`src/paged_control_map.svh`:
```
// Offsets, field positions, reset values and timing figures of the
// paged control register bank.
// Assumes a 40 MHz device clock and an external control-port decoder.
//
// Behaviour
// - Eight-bit read/write page selector picks page
// - Writing one to reset restores all defaults
// - Reset bit clears itself after the reset
// - Fast-charge field picks 3.5/10/50/100 ms
// - Sleep exit enables regulator, optionally reference too
// - Analog mode bit: regulator or direct supply
// - I/O mode bit: wide range or fast
// - Active-low sleep bit, device starts asleep
// - Channel path setups default to C9/80
// - Enables CC, processing 18, status 80, outputs 20
// - Analog supply above 2 V forces mode, flags
// - I/O supply above 2 V forces mode, flags
`ifndef PAGED_CONTROL_MAP_SVH
`define PAGED_CONTROL_MAP_SVH

// Register offsets on page 0 (offset 0 is common to all pages)
`define OFS_PAGE_SELECT      8'h00
`define OFS_SOFT_RESET       8'h01
`define OFS_REF_SLEEP_CFG    8'h02
`define OFS_SUPPLY_STATUS    8'h03
`define OFS_DAC_1B_A         8'h69
`define OFS_DAC_1B_B         8'h6a
`define OFS_OUT2_A           8'h6b
`define OFS_OUT2_B           8'h6c
`define OFS_OUT2_C           8'h6d
`define OFS_DAC_2A_A         8'h6e
`define OFS_DAC_2A_B         8'h6f
`define OFS_DAC_2B_A         8'h70
`define OFS_DAC_2B_B         8'h71
`define OFS_DSP_A            8'h72
`define OFS_DSP_B            8'h73
`define OFS_CH_ENABLES       8'h76
`define OFS_DYN_POWER        8'h77
`define OFS_POWER_UP         8'h78
`define OFS_DEV_STATE_A      8'h79
`define OFS_DEV_STATE_B      8'h7a
`define OFS_CHECKSUM         8'h7e

// Reset values
`define RST_ZERO             8'h00
`define RST_DAC_SETUP_A      8'hc9
`define RST_DAC_SETUP_B      8'h80
`define RST_OUT_SETUP        8'h20
`define RST_DSP_SETUP        8'h18
`define RST_CH_ENABLES       8'hcc
`define RST_DEV_STATE_B      8'h80

// Field positions
`define BIT_SOFT_RESET       0
`define BIT_AWAKE_N_SLEEP    0
`define BIT_IO_LOW_ONLY      1
`define BIT_ANALOG_DIRECT    2
`define BIT_SLEEP_EXIT_REF   3
`define POS_FAST_CHARGE_LO   4
`define POS_FAST_CHARGE_HI   5
`define BIT_ANALOG_OVR_FLAG  7
`define BIT_IO_OVR_FLAG      6
`define MASK_REF_SLEEP_CFG   8'h3f

// Fast-charge times in microseconds and the clock rate
`define CLK_MHZ              40
`define QCHG_T0_US           3500
`define QCHG_T1_US           10000
`define QCHG_T2_US           50000
`define QCHG_T3_US           100000

`endif

```
`src/paged_control_pkg.sv`:
```
// Types shared by the paged control register bank.
// Assumes nothing beyond a SystemVerilog compiler.
`default_nettype none
package paged_control_pkg;
	typedef logic [7:0] byte_t;

	// Power sequencing states
	typedef enum logic [1:0] {
		PWR_ASLEEP   = 2'b00,
		PWR_CHARGING = 2'b01,
		PWR_AWAKE    = 2'b10
	} power_state_e;
endpackage : paged_control_pkg
`default_nettype wire

```
`src/fast_charge_timer.sv`:
```
// Down-counter that times the reference fast-charge window.
// Assumes start_i is a one-cycle pulse on the device clock.
`default_nettype none
module fast_charge_timer #(
	parameter int WIDTH = 23
) (
	input  wire logic             clk_i,
	input  wire logic             rst_n_i,
	input  wire logic             abort_i,
	input  wire logic             start_i,
	input  wire logic [WIDTH-1:0] cycles_i,
	output logic                  busy_o,
	output logic                  done_o
);
	logic [WIDTH-1:0] count_d;
	logic [WIDTH-1:0] count_q;
	logic             done_d;
	logic             done_q;

	// Load on start, count to one, then pulse done. Start outranks abort:
	// the sequencer raises start while it is still in its asleep state.
	always_comb begin
		count_d = count_q;
		done_d  = 1'b0;
		if (start_i)
			count_d = cycles_i;
		else if (abort_i)
			count_d = '0;
		else if (count_q != '0) begin
			count_d = count_q - 1'b1;
			done_d  = (count_q == {{(WIDTH-1){1'b0}}, 1'b1});
		end
	end

	always_ff @(posedge clk_i) begin
		if (!rst_n_i) begin
			count_q <= '0;
			done_q  <= 1'b0;
		end else begin
			count_q <= count_d;
			done_q  <= done_d;
		end
	end

	assign busy_o = (count_q != '0);
	assign done_o = done_q;
endmodule : fast_charge_timer
`default_nettype wire

```
`src/paged_control_register_bank.sv`:
```
// Paged control register bank: page selector, soft reset, reference,
// sleep and supply configuration, and the page-0 setup registers.
// Assumes an external control-port decoder that presents one byte
// access per strobe on the device clock; supply comparators are async.
`include "paged_control_map.svh"
`default_nettype none
module paged_control_register_bank
	import paged_control_pkg::*;
#(
	parameter int TW        = 23,
	parameter int QCHG_CYC0 = `QCHG_T0_US * `CLK_MHZ,
	parameter int QCHG_CYC1 = `QCHG_T1_US * `CLK_MHZ,
	parameter int QCHG_CYC2 = `QCHG_T2_US * `CLK_MHZ,
	parameter int QCHG_CYC3 = `QCHG_T3_US * `CLK_MHZ
) (
	input  wire logic  clk_i,
	input  wire logic  rst_n_i,
	input  wire byte_t reg_addr_i,
	input  wire byte_t reg_wdata_i,
	input  wire logic  reg_wr_i,
	input  wire logic  reg_rd_i,
	output byte_t      reg_rdata_o,
	output logic       reg_rvalid_o,
	output byte_t      page_o,
	input  wire logic  analog_supply_high_i,
	input  wire logic  io_supply_high_i,
	output logic       digital_regulator_en_o,
	output logic       reference_en_o,
	output logic       reference_fast_charge_o,
	output logic       analog_supply_direct_o,
	output logic       io_low_voltage_only_o,
	output logic       awake_o
);
	localparam int NREG = 15;

	// Plain read/write page-0 registers and their defaults
	localparam byte_t TBL_OFS [NREG] = '{
		`OFS_DAC_1B_A, `OFS_DAC_1B_B, `OFS_OUT2_A, `OFS_OUT2_B,
		`OFS_OUT2_C, `OFS_DAC_2A_A, `OFS_DAC_2A_B, `OFS_DAC_2B_A,
		`OFS_DAC_2B_B, `OFS_DSP_A, `OFS_DSP_B, `OFS_CH_ENABLES,
		`OFS_DYN_POWER, `OFS_POWER_UP, `OFS_CHECKSUM};
	localparam byte_t TBL_RST [NREG] = '{
		`RST_DAC_SETUP_A, `RST_DAC_SETUP_B, `RST_OUT_SETUP,
		`RST_OUT_SETUP, `RST_OUT_SETUP, `RST_DAC_SETUP_A,
		`RST_DAC_SETUP_B, `RST_DAC_SETUP_A, `RST_DAC_SETUP_B,
		`RST_DSP_SETUP, `RST_DSP_SETUP, `RST_CH_ENABLES,
		`RST_ZERO, `RST_ZERO, `RST_ZERO};

	// Table slot of an offset, NREG when none matches
	function automatic logic [3:0] slot_of(input byte_t a);
		logic [3:0] s;
		s = 4'(NREG);
		for (int i = 0; i < NREG; i++) begin
			if (a == TBL_OFS[i])
				s = 4'(i);
		end
		return s;
	endfunction : slot_of

	byte_t        page_d, page_q;
	logic         swrst_d, swrst_q;
	byte_t        cfg_d, cfg_q;
	logic         aflag_d, aflag_q;
	logic         ioflag_d, ioflag_q;
	byte_t        rdata_d, rdata_q;
	logic         rvalid_d, rvalid_q;
	power_state_e pst_d, pst_q;
	logic         digital_regulator_d, digital_regulator_q;
	logic         vref_d, vref_q;
	logic         qchg_d, qchg_q;
	logic [1:0]   asup_meta_q, iosup_meta_q;
	logic         asup_q, iosup_q;
	logic         on_page0;
	logic         any_access;
	logic [3:0]   wr_slot, rd_slot;
	byte_t        tbl_q [NREG];
	logic         t_start, t_busy, t_done;
	logic [TW-1:0] t_cycles;

	// Comparator levels come from the analog side: two-stage sync
	always_ff @(posedge clk_i) begin
		if (!rst_n_i) begin
			asup_meta_q  <= 2'b00;
			iosup_meta_q <= 2'b00;
		end else begin
			asup_meta_q  <= {asup_meta_q[0], analog_supply_high_i};
			iosup_meta_q <= {iosup_meta_q[0], io_supply_high_i};
		end
	end
	assign asup_q  = asup_meta_q[1];
	assign iosup_q = iosup_meta_q[1];

	// Offset zero is decoded on every page; others only on page 0
	assign on_page0   = (page_q == 8'h00);
	assign any_access = reg_wr_i | reg_rd_i;
	assign wr_slot    = on_page0 ? slot_of(reg_addr_i) : 4'(NREG);
	assign rd_slot    = on_page0 ? slot_of(reg_addr_i) : 4'(NREG);

	// Setup registers, each cleared by the soft reset pulse
	generate
		for (genvar g = 0; g < NREG; g++) begin : g_setup
			setup_reg_cell #(
				.RESET_VALUE(TBL_RST[g])
			) u_cell (
				.clk_i  (clk_i),
				.rst_n_i(rst_n_i),
				.clr_i  (swrst_q),
				.we_i   (reg_wr_i && wr_slot == 4'(g)),
				.d_i    (reg_wdata_i),
				.q_o    (tbl_q[g])
			);
		end
	endgenerate

	// Control registers: page, soft reset, configuration, flags
	always_comb begin
		page_d   = page_q;
		swrst_d  = 1'b0;
		cfg_d    = cfg_q;
		aflag_d  = aflag_q | asup_q;
		ioflag_d = ioflag_q | iosup_q;
		if (swrst_q) begin
			page_d   = `RST_ZERO;
			cfg_d    = `RST_ZERO;
			aflag_d  = asup_q;
			ioflag_d = iosup_q;
		end else if (reg_wr_i) begin
			if (reg_addr_i == `OFS_PAGE_SELECT)
				page_d = reg_wdata_i;
			else if (on_page0 && reg_addr_i == `OFS_SOFT_RESET)
				swrst_d = reg_wdata_i[`BIT_SOFT_RESET];
			else if (on_page0 && reg_addr_i == `OFS_REF_SLEEP_CFG)
				cfg_d = reg_wdata_i & `MASK_REF_SLEEP_CFG;
		end
		// A high supply overrides the low-voltage modes
		if (asup_q)
			cfg_d[`BIT_ANALOG_DIRECT] = 1'b0;
		if (iosup_q)
			cfg_d[`BIT_IO_LOW_ONLY] = 1'b0;
	end

	always_ff @(posedge clk_i) begin
		if (!rst_n_i) begin
			page_q   <= `RST_ZERO;
			swrst_q  <= 1'b0;
			cfg_q    <= `RST_ZERO;
			aflag_q  <= 1'b0;
			ioflag_q <= 1'b0;
		end else begin
			page_q   <= page_d;
			swrst_q  <= swrst_d;
			cfg_q    <= cfg_d;
			aflag_q  <= aflag_d;
			ioflag_q <= ioflag_d;
		end
	end

	// Read path: one cycle latency, unmapped offsets read zero
	always_comb begin
		rdata_d  = rdata_q;
		rvalid_d = reg_rd_i;
		if (reg_rd_i) begin
			rdata_d = 8'h00;
			if (reg_addr_i == `OFS_PAGE_SELECT)
				rdata_d = page_q;
			else if (rd_slot != 4'(NREG))
				rdata_d = tbl_q[rd_slot];
			else if (on_page0) begin
				case (reg_addr_i)
					`OFS_SOFT_RESET:
						rdata_d = {7'h00, swrst_q};
					`OFS_REF_SLEEP_CFG:
						rdata_d = cfg_q;
					`OFS_SUPPLY_STATUS: begin
						rdata_d[`BIT_ANALOG_OVR_FLAG] = aflag_q;
						rdata_d[`BIT_IO_OVR_FLAG]     = ioflag_q;
					end
					`OFS_DEV_STATE_A:
						rdata_d = `RST_ZERO;
					`OFS_DEV_STATE_B:
						rdata_d = `RST_DEV_STATE_B;
					default:
						rdata_d = 8'h00;
				endcase
			end
		end
	end

	always_ff @(posedge clk_i) begin
		if (!rst_n_i) begin
			rdata_q  <= 8'h00;
			rvalid_q <= 1'b0;
		end else begin
			rdata_q  <= rdata_d;
			rvalid_q <= rvalid_d;
		end
	end

	// Charge window from the selected time code
	always_comb begin
		case (cfg_q[`POS_FAST_CHARGE_HI:`POS_FAST_CHARGE_LO])
			2'd0:    t_cycles = TW'(QCHG_CYC0);
			2'd1:    t_cycles = TW'(QCHG_CYC1);
			2'd2:    t_cycles = TW'(QCHG_CYC2);
			default: t_cycles = TW'(QCHG_CYC3);
		endcase
	end

	fast_charge_timer #(
		.WIDTH(TW)
	) u_timer (
		.clk_i   (clk_i),
		.rst_n_i (rst_n_i),
		.abort_i (pst_q == PWR_ASLEEP),
		.start_i (t_start),
		.cycles_i(t_cycles),
		.busy_o  (t_busy),
		.done_o  (t_done)
	);

	// Sleep exit sequencing; the reference is charged only when it is enabled at a sleep exit
	always_comb begin
		pst_d   = pst_q;
		t_start = 1'b0;
		case (pst_q)
			PWR_ASLEEP: begin
				if (cfg_q[`BIT_AWAKE_N_SLEEP]) begin
					if (cfg_q[`BIT_SLEEP_EXIT_REF]) begin
						pst_d   = PWR_CHARGING;
						t_start = 1'b1;
					end else
						pst_d = PWR_AWAKE;
				end
			end
			PWR_CHARGING: begin
				if (!cfg_q[`BIT_AWAKE_N_SLEEP])
					pst_d = PWR_ASLEEP;
				else if (t_done)
					pst_d = PWR_AWAKE;
			end
			PWR_AWAKE: begin
				if (!cfg_q[`BIT_AWAKE_N_SLEEP])
					pst_d = PWR_ASLEEP;
			end
			default: pst_d = PWR_ASLEEP;
		endcase
		digital_regulator_d = (pst_d != PWR_ASLEEP);
		vref_d = digital_regulator_d && cfg_q[`BIT_SLEEP_EXIT_REF];
		qchg_d = (pst_d == PWR_CHARGING);
	end

	always_ff @(posedge clk_i) begin
		if (!rst_n_i) begin
			pst_q  <= PWR_ASLEEP;
			digital_regulator_q <= 1'b0;
			vref_q <= 1'b0;
			qchg_q <= 1'b0;
		end else begin
			pst_q  <= pst_d;
			digital_regulator_q <= digital_regulator_d;
			vref_q <= vref_d;
			qchg_q <= qchg_d;
		end
	end

	assign reg_rdata_o             = rdata_q;
	assign reg_rvalid_o            = rvalid_q;
	assign page_o                  = page_q;
	assign digital_regulator_en_o  = digital_regulator_q;
	assign reference_en_o          = vref_q;
	assign reference_fast_charge_o = qchg_q;
	assign analog_supply_direct_o  = cfg_q[`BIT_ANALOG_DIRECT];
	assign io_low_voltage_only_o   = cfg_q[`BIT_IO_LOW_ONLY];
	assign awake_o                 = cfg_q[`BIT_AWAKE_N_SLEEP];
endmodule : paged_control_register_bank
`default_nettype wire

```
`src/setup_reg_cell.sv`:
```
// One plain read/write byte register with its own reset value.
// Assumes a synchronous active-low reset and a synchronous clear.
`default_nettype none
module setup_reg_cell
	import paged_control_pkg::*;
#(
	parameter byte_t RESET_VALUE = 8'h00
) (
	input  wire logic  clk_i,
	input  wire logic  rst_n_i,
	input  wire logic  clr_i,
	input  wire logic  we_i,
	input  wire byte_t d_i,
	output byte_t      q_o
);
	byte_t value_d;
	byte_t value_q;

	// Soft clear outranks a write in the same cycle
	always_comb begin
		value_d = value_q;
		if (clr_i)
			value_d = RESET_VALUE;
		else if (we_i)
			value_d = d_i;
	end

	always_ff @(posedge clk_i) begin
		if (!rst_n_i)
			value_q <= RESET_VALUE;
		else
			value_q <= value_d;
	end

	assign q_o = value_q;
endmodule : setup_reg_cell
`default_nettype wire
```
`config.mk`:
```
export PLATFORM = sky130hd
export DESIGN_NAME = paged_control_register_bank
export DESIGN_NICKNAME = d
export VERILOG_FILES = /design/src/paged_control_pkg.sv /design/src/fast_charge_timer.sv /design/src/paged_control_register_bank.sv /design/src/setup_reg_cell.sv
export VERILOG_INCLUDE_DIRS = /design/src /design/src/src
export SDC_FILE = /design/constraint.sdc
export NUM_CORES = 1
export LEC_CHECK = 0
export BUFFER_PORTS_ARGS = -buffer_cell sky130_fd_sc_hd__buf_4
export CAP_MARGIN = 20
export CORE_ASPECT_RATIO = 0.6
export CORE_MARGIN = 3
export CORE_UTILIZATION = 45
export DETAILED_ROUTE_END_ITERATION = 10
export HOLD_SLACK_MARGIN = 0.03
export PLACE_DENSITY = 0.61
export SLEW_MARGIN = 5
export SYNTH_ARGS = -nofsm -noshare
export SYNTH_HDL_FRONTEND = slang
export SYNTH_SLANG_ARGS = --single-unit
```
`constraint.sdc`:
```
create_clock -name clk_i -period 6 [get_ports clk_i]
set_input_delay 0.6 -clock clk_i [delete_from_list [all_inputs] [get_ports clk_i]]
set_output_delay 0.6 -clock clk_i [all_outputs]
set_load 0.02 [all_outputs]
```
---- After elaboration in Yosys (flattened, before gate mapping) ----
Index checks and enable logic that the tools add are counted.
word-level totals
  register bits after elaboration ......... 179
  bits of input ports ..................... 22
  output and inout bits ................... 23
  word-level logic and storage cells ...... 154
cells by class
  add/sub/neg operators ................... 1
  $lt $le $gt $ge ......................... 1
  equal/unequal tests ..................... 40
  mux-type cells .......................... 39
  bitwise gates (word level) .............. 8
  reductions and logical operators ........ 33
operator list
  kind                     number
  $eq A8 B7 Y1 const B     16
  $mux W23                 3
  $pmux W22 S3             1
  $mux W4                  16
  $mux W8                  5
  $bmux W8 S4              1
  $eq A4 B4 Y1 const B     7
  $eq A23 B1 Y1 const B    1
  $reduce_bool A23 Y1      1
  $sub A23 B1 Y23 const B  1
  $logic_and A1 B1 Y1      18
  $eq A4 B3 Y1 const B     4
  $eq A8 B2 Y1 const B     2
  $logic_not A8 Y1         2
  $pmux W6 S2              1
  $mux W2                  5
  $eq A4 B2 Y1 const B     2
  $eq A8 B1 Y1 const B     1
  $eq A2 B1 Y1 const B     3
  $pmux W2 S3              1
  $reduce_or A3 Y1         2
  $ge A5 B5 Y1 const B     1
  $mux W1                  5
  $not A1 Y1               5
  15 further kinds         18

---- Longest topological paths before layout ----
  depth after elaboration ................. 23
  depth in mapped cells ................... 11
  mapped depth without buffers ............ 9

---- Hierarchy ----
From an unflattened synthesis, not the netlist that was laid out.
second synthesis, totals
  cell total of the unflattened synthesis .. 954
  area total of the unflattened synthesis .. 8789.7 um2
by module, submodules not included
  module                                   times used  cells an instance  area each (um2)  sequential area each (um2)
  paged_control_register_bank              1           383                3021.6           700.7
  setup_reg_cell (g_setup[1].u_cell ...)   6           27                 290.3            160.2
  fast_charge_timer                        1           166                1361.3           480.5
  setup_reg_cell (g_setup[0].u_cell ...)   4           27                 294.0            160.2
  setup_reg_cell (g_setup[12].u_cell ...)  3           27                 292.8            160.2
  setup_reg_cell (g_setup[10].u_cell ...)  2           27                 305.3            160.2

---- Least setup slack after synthesis ----
OpenSTA, ideal clock, no wires.
  path type ............................... input to register
  start ................................... in reg_addr_i[2]
  end ..................................... reg rdata_q[6] (netlist: reg_rdata_o[6])
  arrival time ............................ 2.300 ns
  data required time ...................... 5.878 ns
  path slack .............................. 3.578 ns
  stages .................................. 10
  path buffers ............................ 3
  path through ............................ buf_2 nor2b_1 o21a_1 nor2_1 buf_2 buf_2 mux2i_1 o22ai_1 a211oi_1 o21ai_1
on the way
  cells in the longest elaborated chain, start to end .. 23
ends and longest elaborated chain
  what                                         RTL line                            source
  start, declared                              paged_control_register_bank.sv:18   input wire byte_t reg_addr_i,
  $eq A8 B7 Y1                                 paged_control_register_bank.sv:54   if (a == TBL_OFS[i])
  $mux W4 (15 in series)                       paged_control_register_bank.sv:54
  $mux W4                                      paged_control_register_bank.sv:97   assign rd_slot = on_page0 ? slot_of(reg_addr_i) : 4'(NREG);
  $not A4 Y5 (not written as such)             paged_control_register_bank.sv:167  rdata_d = tbl_q[rd_slot];
  $bmux W8 S4                                  paged_control_register_bank.sv:167
  $mux W8 (not written as such) (2 in series)  paged_control_register_bank.sv:167
  $mux W8                                      paged_control_register_bank.sv:166  else if (rd_slot != 4'(NREG))
  $mux W8 *                                    paged_control_register_bank.sv:164  if (reg_addr_i == `OFS_PAGE_SELECT)
  end signal, assigned                         paged_control_register_bank.sv:194  rdata_q <= rdata_d;
  end, declared                                paged_control_register_bank.sv:65   byte_t rdata_d, rdata_q;
Mark *: on every way between the ends. The rest lies on a longest branch, timed or not. The select of a mux whose other input is x is not followed.
A chain may end at the register's enable or synchronous reset.

---- Final worst setup path ----
  start ................................... reg page_q[7] (netlist: page_o[7])
  end ..................................... reg g_setup[0].u_cell.value_q[0]
on the way
  cells in the longest elaborated chain, start to end .. 4
ends and longest elaborated chain
  what                    RTL line                            source
  start, declared         paged_control_register_bank.sv:60   byte_t page_d, page_q;
  start signal, assigned  paged_control_register_bank.sv:144  page_q <= `RST_ZERO;
  start signal, assigned  paged_control_register_bank.sv:150  page_q <= page_d;
  $logic_not A8 Y1        paged_control_register_bank.sv:94   assign on_page0 = (page_q == 8'h00);
  $mux W4                 paged_control_register_bank.sv:96   assign wr_slot = on_page0 ? slot_of(reg_addr_i) : 4'(NREG);
  $logic_not A4 Y1        paged_control_register_bank.sv:108  .we_i (reg_wr_i && wr_slot == 4'(g)),
  $logic_and A1 B1 Y1     paged_control_register_bank.sv:108
  end signal, assigned    setup_reg_cell.sv:32                value_q <= value_d;
  end, declared           setup_reg_cell.sv:17                byte_t value_q;
No other way between the ends.

==> run metrics <==
status=complete, no violations; Pleak=3.59 nW; routed length per instance=21.1 um; FFs w/ async S/R, synth=0; crit path cell chain=nor4_4 -> nand3_2 -> a211oi_2 -> buf_4 -> nand2_2 -> nor2_2 -> buf_4 -> nand2_1 -> nand2_1 -> nand3_1; Post-CTS Setup Inserts=0; clock-pin slew on the worst setup and hold paths=70 ps; library cells used by synthesis=69; Die Ht=112 um; post-synthesis cell count=1072; htree depth=4; Final #Nets=1092; Critical Path RT=6280 ps; placed inst area=0.00883 mm2; CTS tree=built; first drt pass iteration count=6; FF+latch count, synth=179; Routed Antenna Nets=0; RD Place Congestion=0.927; Sink Count=179; Max-slew headroom=0.397; startpoint types=flip-flop; Slew @ Worst Pin=899 ps; register-to-register setup slack=2650 ps; antenna violations before repair=0; Fillers=1822; leading area contributor after synthesis=dfxtp_1; Root Driver=clkbuf_16; critical path arrival=3620 ps; synth warn=0; WL final=27900 um; Mapped Avg Cell Area=7.85 um2; vias in the first global route=6997; IO Port Bufs=44; hold crit path type=in -> reg; Post-Syn Area=0.00842 mm2; vias per inst=5.95; first-pass GRT wire length=43200 um; commonest non-fill, non-tap cell in the layout=nand2_1; DR DRC count=0; Die Footprint=0.0204 mm2; Final Util=0.518; slowest CP cell=nor2_2; Main synth FF type=dfxtp_1; I/O pins=45; final hold viol count=0; Max Fanout on Critical Path=15; grt ovf=0; max cap viols=0; CP peak stage delay=590 ps; CP Capture Type=flip-flop; final worst path period share=0.558; number of flops mapped to enable cells by yosys=0; initial detailed-routing violation count=1007; CP Class=reg -> reg; most frequent cells in the layout=nand2_1, dfxtp_1, a21oi_1; post-synthesis sequential area ratio=0.426; Design Area, Final=0.00943 mm2; Final Slew Violations=0; Core Box Area=0.0182 mm2; Vias=7857; Starting Density=0.462; die width=183 um; Clock Path Buffers=2; Hold Buf Count CTS=0; peak supply drop=0.000209 V; Total Power=2.48 mW; GRT Overall Usage=0.274; clock buffer count from CTS=17; final setup violation count=0; skew final=10.3 ps; Power Density=263 mW/mm2; worst skew pair latency=440 ps; num rows=38; RSZ-0062 raised after global routing=false; Final Critical Period=3350 ps; n_diodes=0; Syn Nets=1096; Layout area overhead=12.1%; Setup Total Neg Slack=0 ps; pin count of the biggest net entering global routing=71; dpl hpwl=19000 um; post_cts resized=0; Synth area leaders=dfxtp_1, nand2_1, a21oi_1, nand3_1, mux2i_1; Yosys top cell area share=0.426; Peak Freq=299 MHz; share of layout cells above drive strength 1=0.117
==> sequential cells by signal, summed over array words and instances (netlist names) <==
register,count
asup_meta_q,2
cfg_q,6
page_o,8
g_setup.u_cell.q_o,120
reference_fast_charge_o,1
iosup_meta_q,2
ioflag_q,1
reg_rvalid_o,1
u_timer.count_q,23
aflag_q,1
digital_regulator_en_o,1
reference_en_o,1
u_timer.done_o,1
reg_rdata_o,8
swrst_q,1
pst_q,2
==> final timing paths <==
path,startpoint,end,cells past startpoint
worst min-delay path,analog_supply_high_i,asup_meta_q[0]$_SDFF_PN0_,2
worst max-delay path,page_o[7]$_SDFFE_PP0P_,g_setup[0].u_cell.q_o[0]$_SDFFE_PP1P_,10
worst min register to register,iosup_meta_q[0]$_SDFF_PN0_,iosup_meta_q[1]$_SDFF_PN0_,1
worst max register to register,page_o[7]$_SDFFE_PP0P_,g_setup[0].u_cell.q_o[0]$_SDFFE_PP1P_,10
==> Yosys cell counts, types with 4 or more instances <==
| master | number |
|---|---|
| a21oi_1 | 123 |
| a221oi_1 | 6 |
| a22oi_1 | 16 |
| a31oi_1 | 6 |
| and2_1 | 11 |
| and3_1 | 6 |
| buf_2 | 27 |
| clkbuf_1 | 49 |
| dfxtp_1 | 179 |
| inv_1 | 4 |
| mux2i_1 | 47 |
| nand2_1 | 232 |
| nand2b_1 | 10 |
| nand3_1 | 98 |
| nand3b_1 | 10 |
| nor2_1 | 75 |
| nor2_2 | 5 |
| nor2b_1 | 11 |
| nor3_1 | 13 |
| nor4_1 | 7 |
| o211a_1 | 4 |
| o211ai_1 | 4 |
| o21a_1 | 5 |
| o21ai_0 | 29 |
| o21ai_1 | 9 |
| o221a_2 | 6 |
| or3_1 | 6 |
| xnor2_1 | 4 |
| xor2_1 | 7 |
==> critical path: cells and delay by family (launching register included) <==
family                 cells  cell delay (ps)
AND/OR/NAND/NOR            7             2030
buffers and inverters      2              570
flip-flops                 1              360
AO/OA/AOI/OAI              1              210
==> where the power goes <==
group	leakage, nW	internal (mW)	switching [mW]	total [mW]
Sequential	1.44	1.19	0.00340	1.20
Clock	0.297	0.644	0.505	1.15
Combinational	1.85	0.0372	0.101	0.138
Total	3.59	1.87	0.610	2.48
==> cell type report <==
type	count	area, um2	area share
multi-input combinational	810	4510	0.478
sequential	179	3580	0.380
clock buffer	19	453	0.0480
timing repair buffer	56	420	0.0446
tap	240	300	0.0318
clock inverter	13	153	0.0162
inverter	4	15.0	0.00159
==> stage by stage <==
stage	setup WS (ps)	hold slack (ps)	cells
after floorplan	3580	402	1072
after global placement	2590	418	1289
after detailed placement	2610	424	1289
after CTS	2760	364	1321
after global routing	2480	365	1321
final	2650	374	1321
==> routing by layer <==
| metal | up-vias | track usage | wire length, um |
|---|---|---|---|
| met2 | 391 | 0.324 | 10100 |
| met3 | 21 | 0.0973 | 3550 |
| li1 | 3731 | - | - |
| met4 | 0 | 0.0507 | 224 |
| met1 | 3714 | 0.456 | 14000 |
| met5 | - | 0 | 0 |
==> kinds of logic (layout without fill, tap and decap cells) <==
logic type	Yosys count	after routing	synth area share
AO/OA/AOI/OAI	232	232	0.167
XOR/XNOR	11	11	0.0114
adder cells (fa/ha/maj)	2	2	0.00297
buffers and inverters	83	92	0.0415
flip-flops	179	179	0.426
multiplexers	50	50	0.0599
AND/OR/NAND/NOR	515	515	0.292
(Power assumes the default switching activity.)
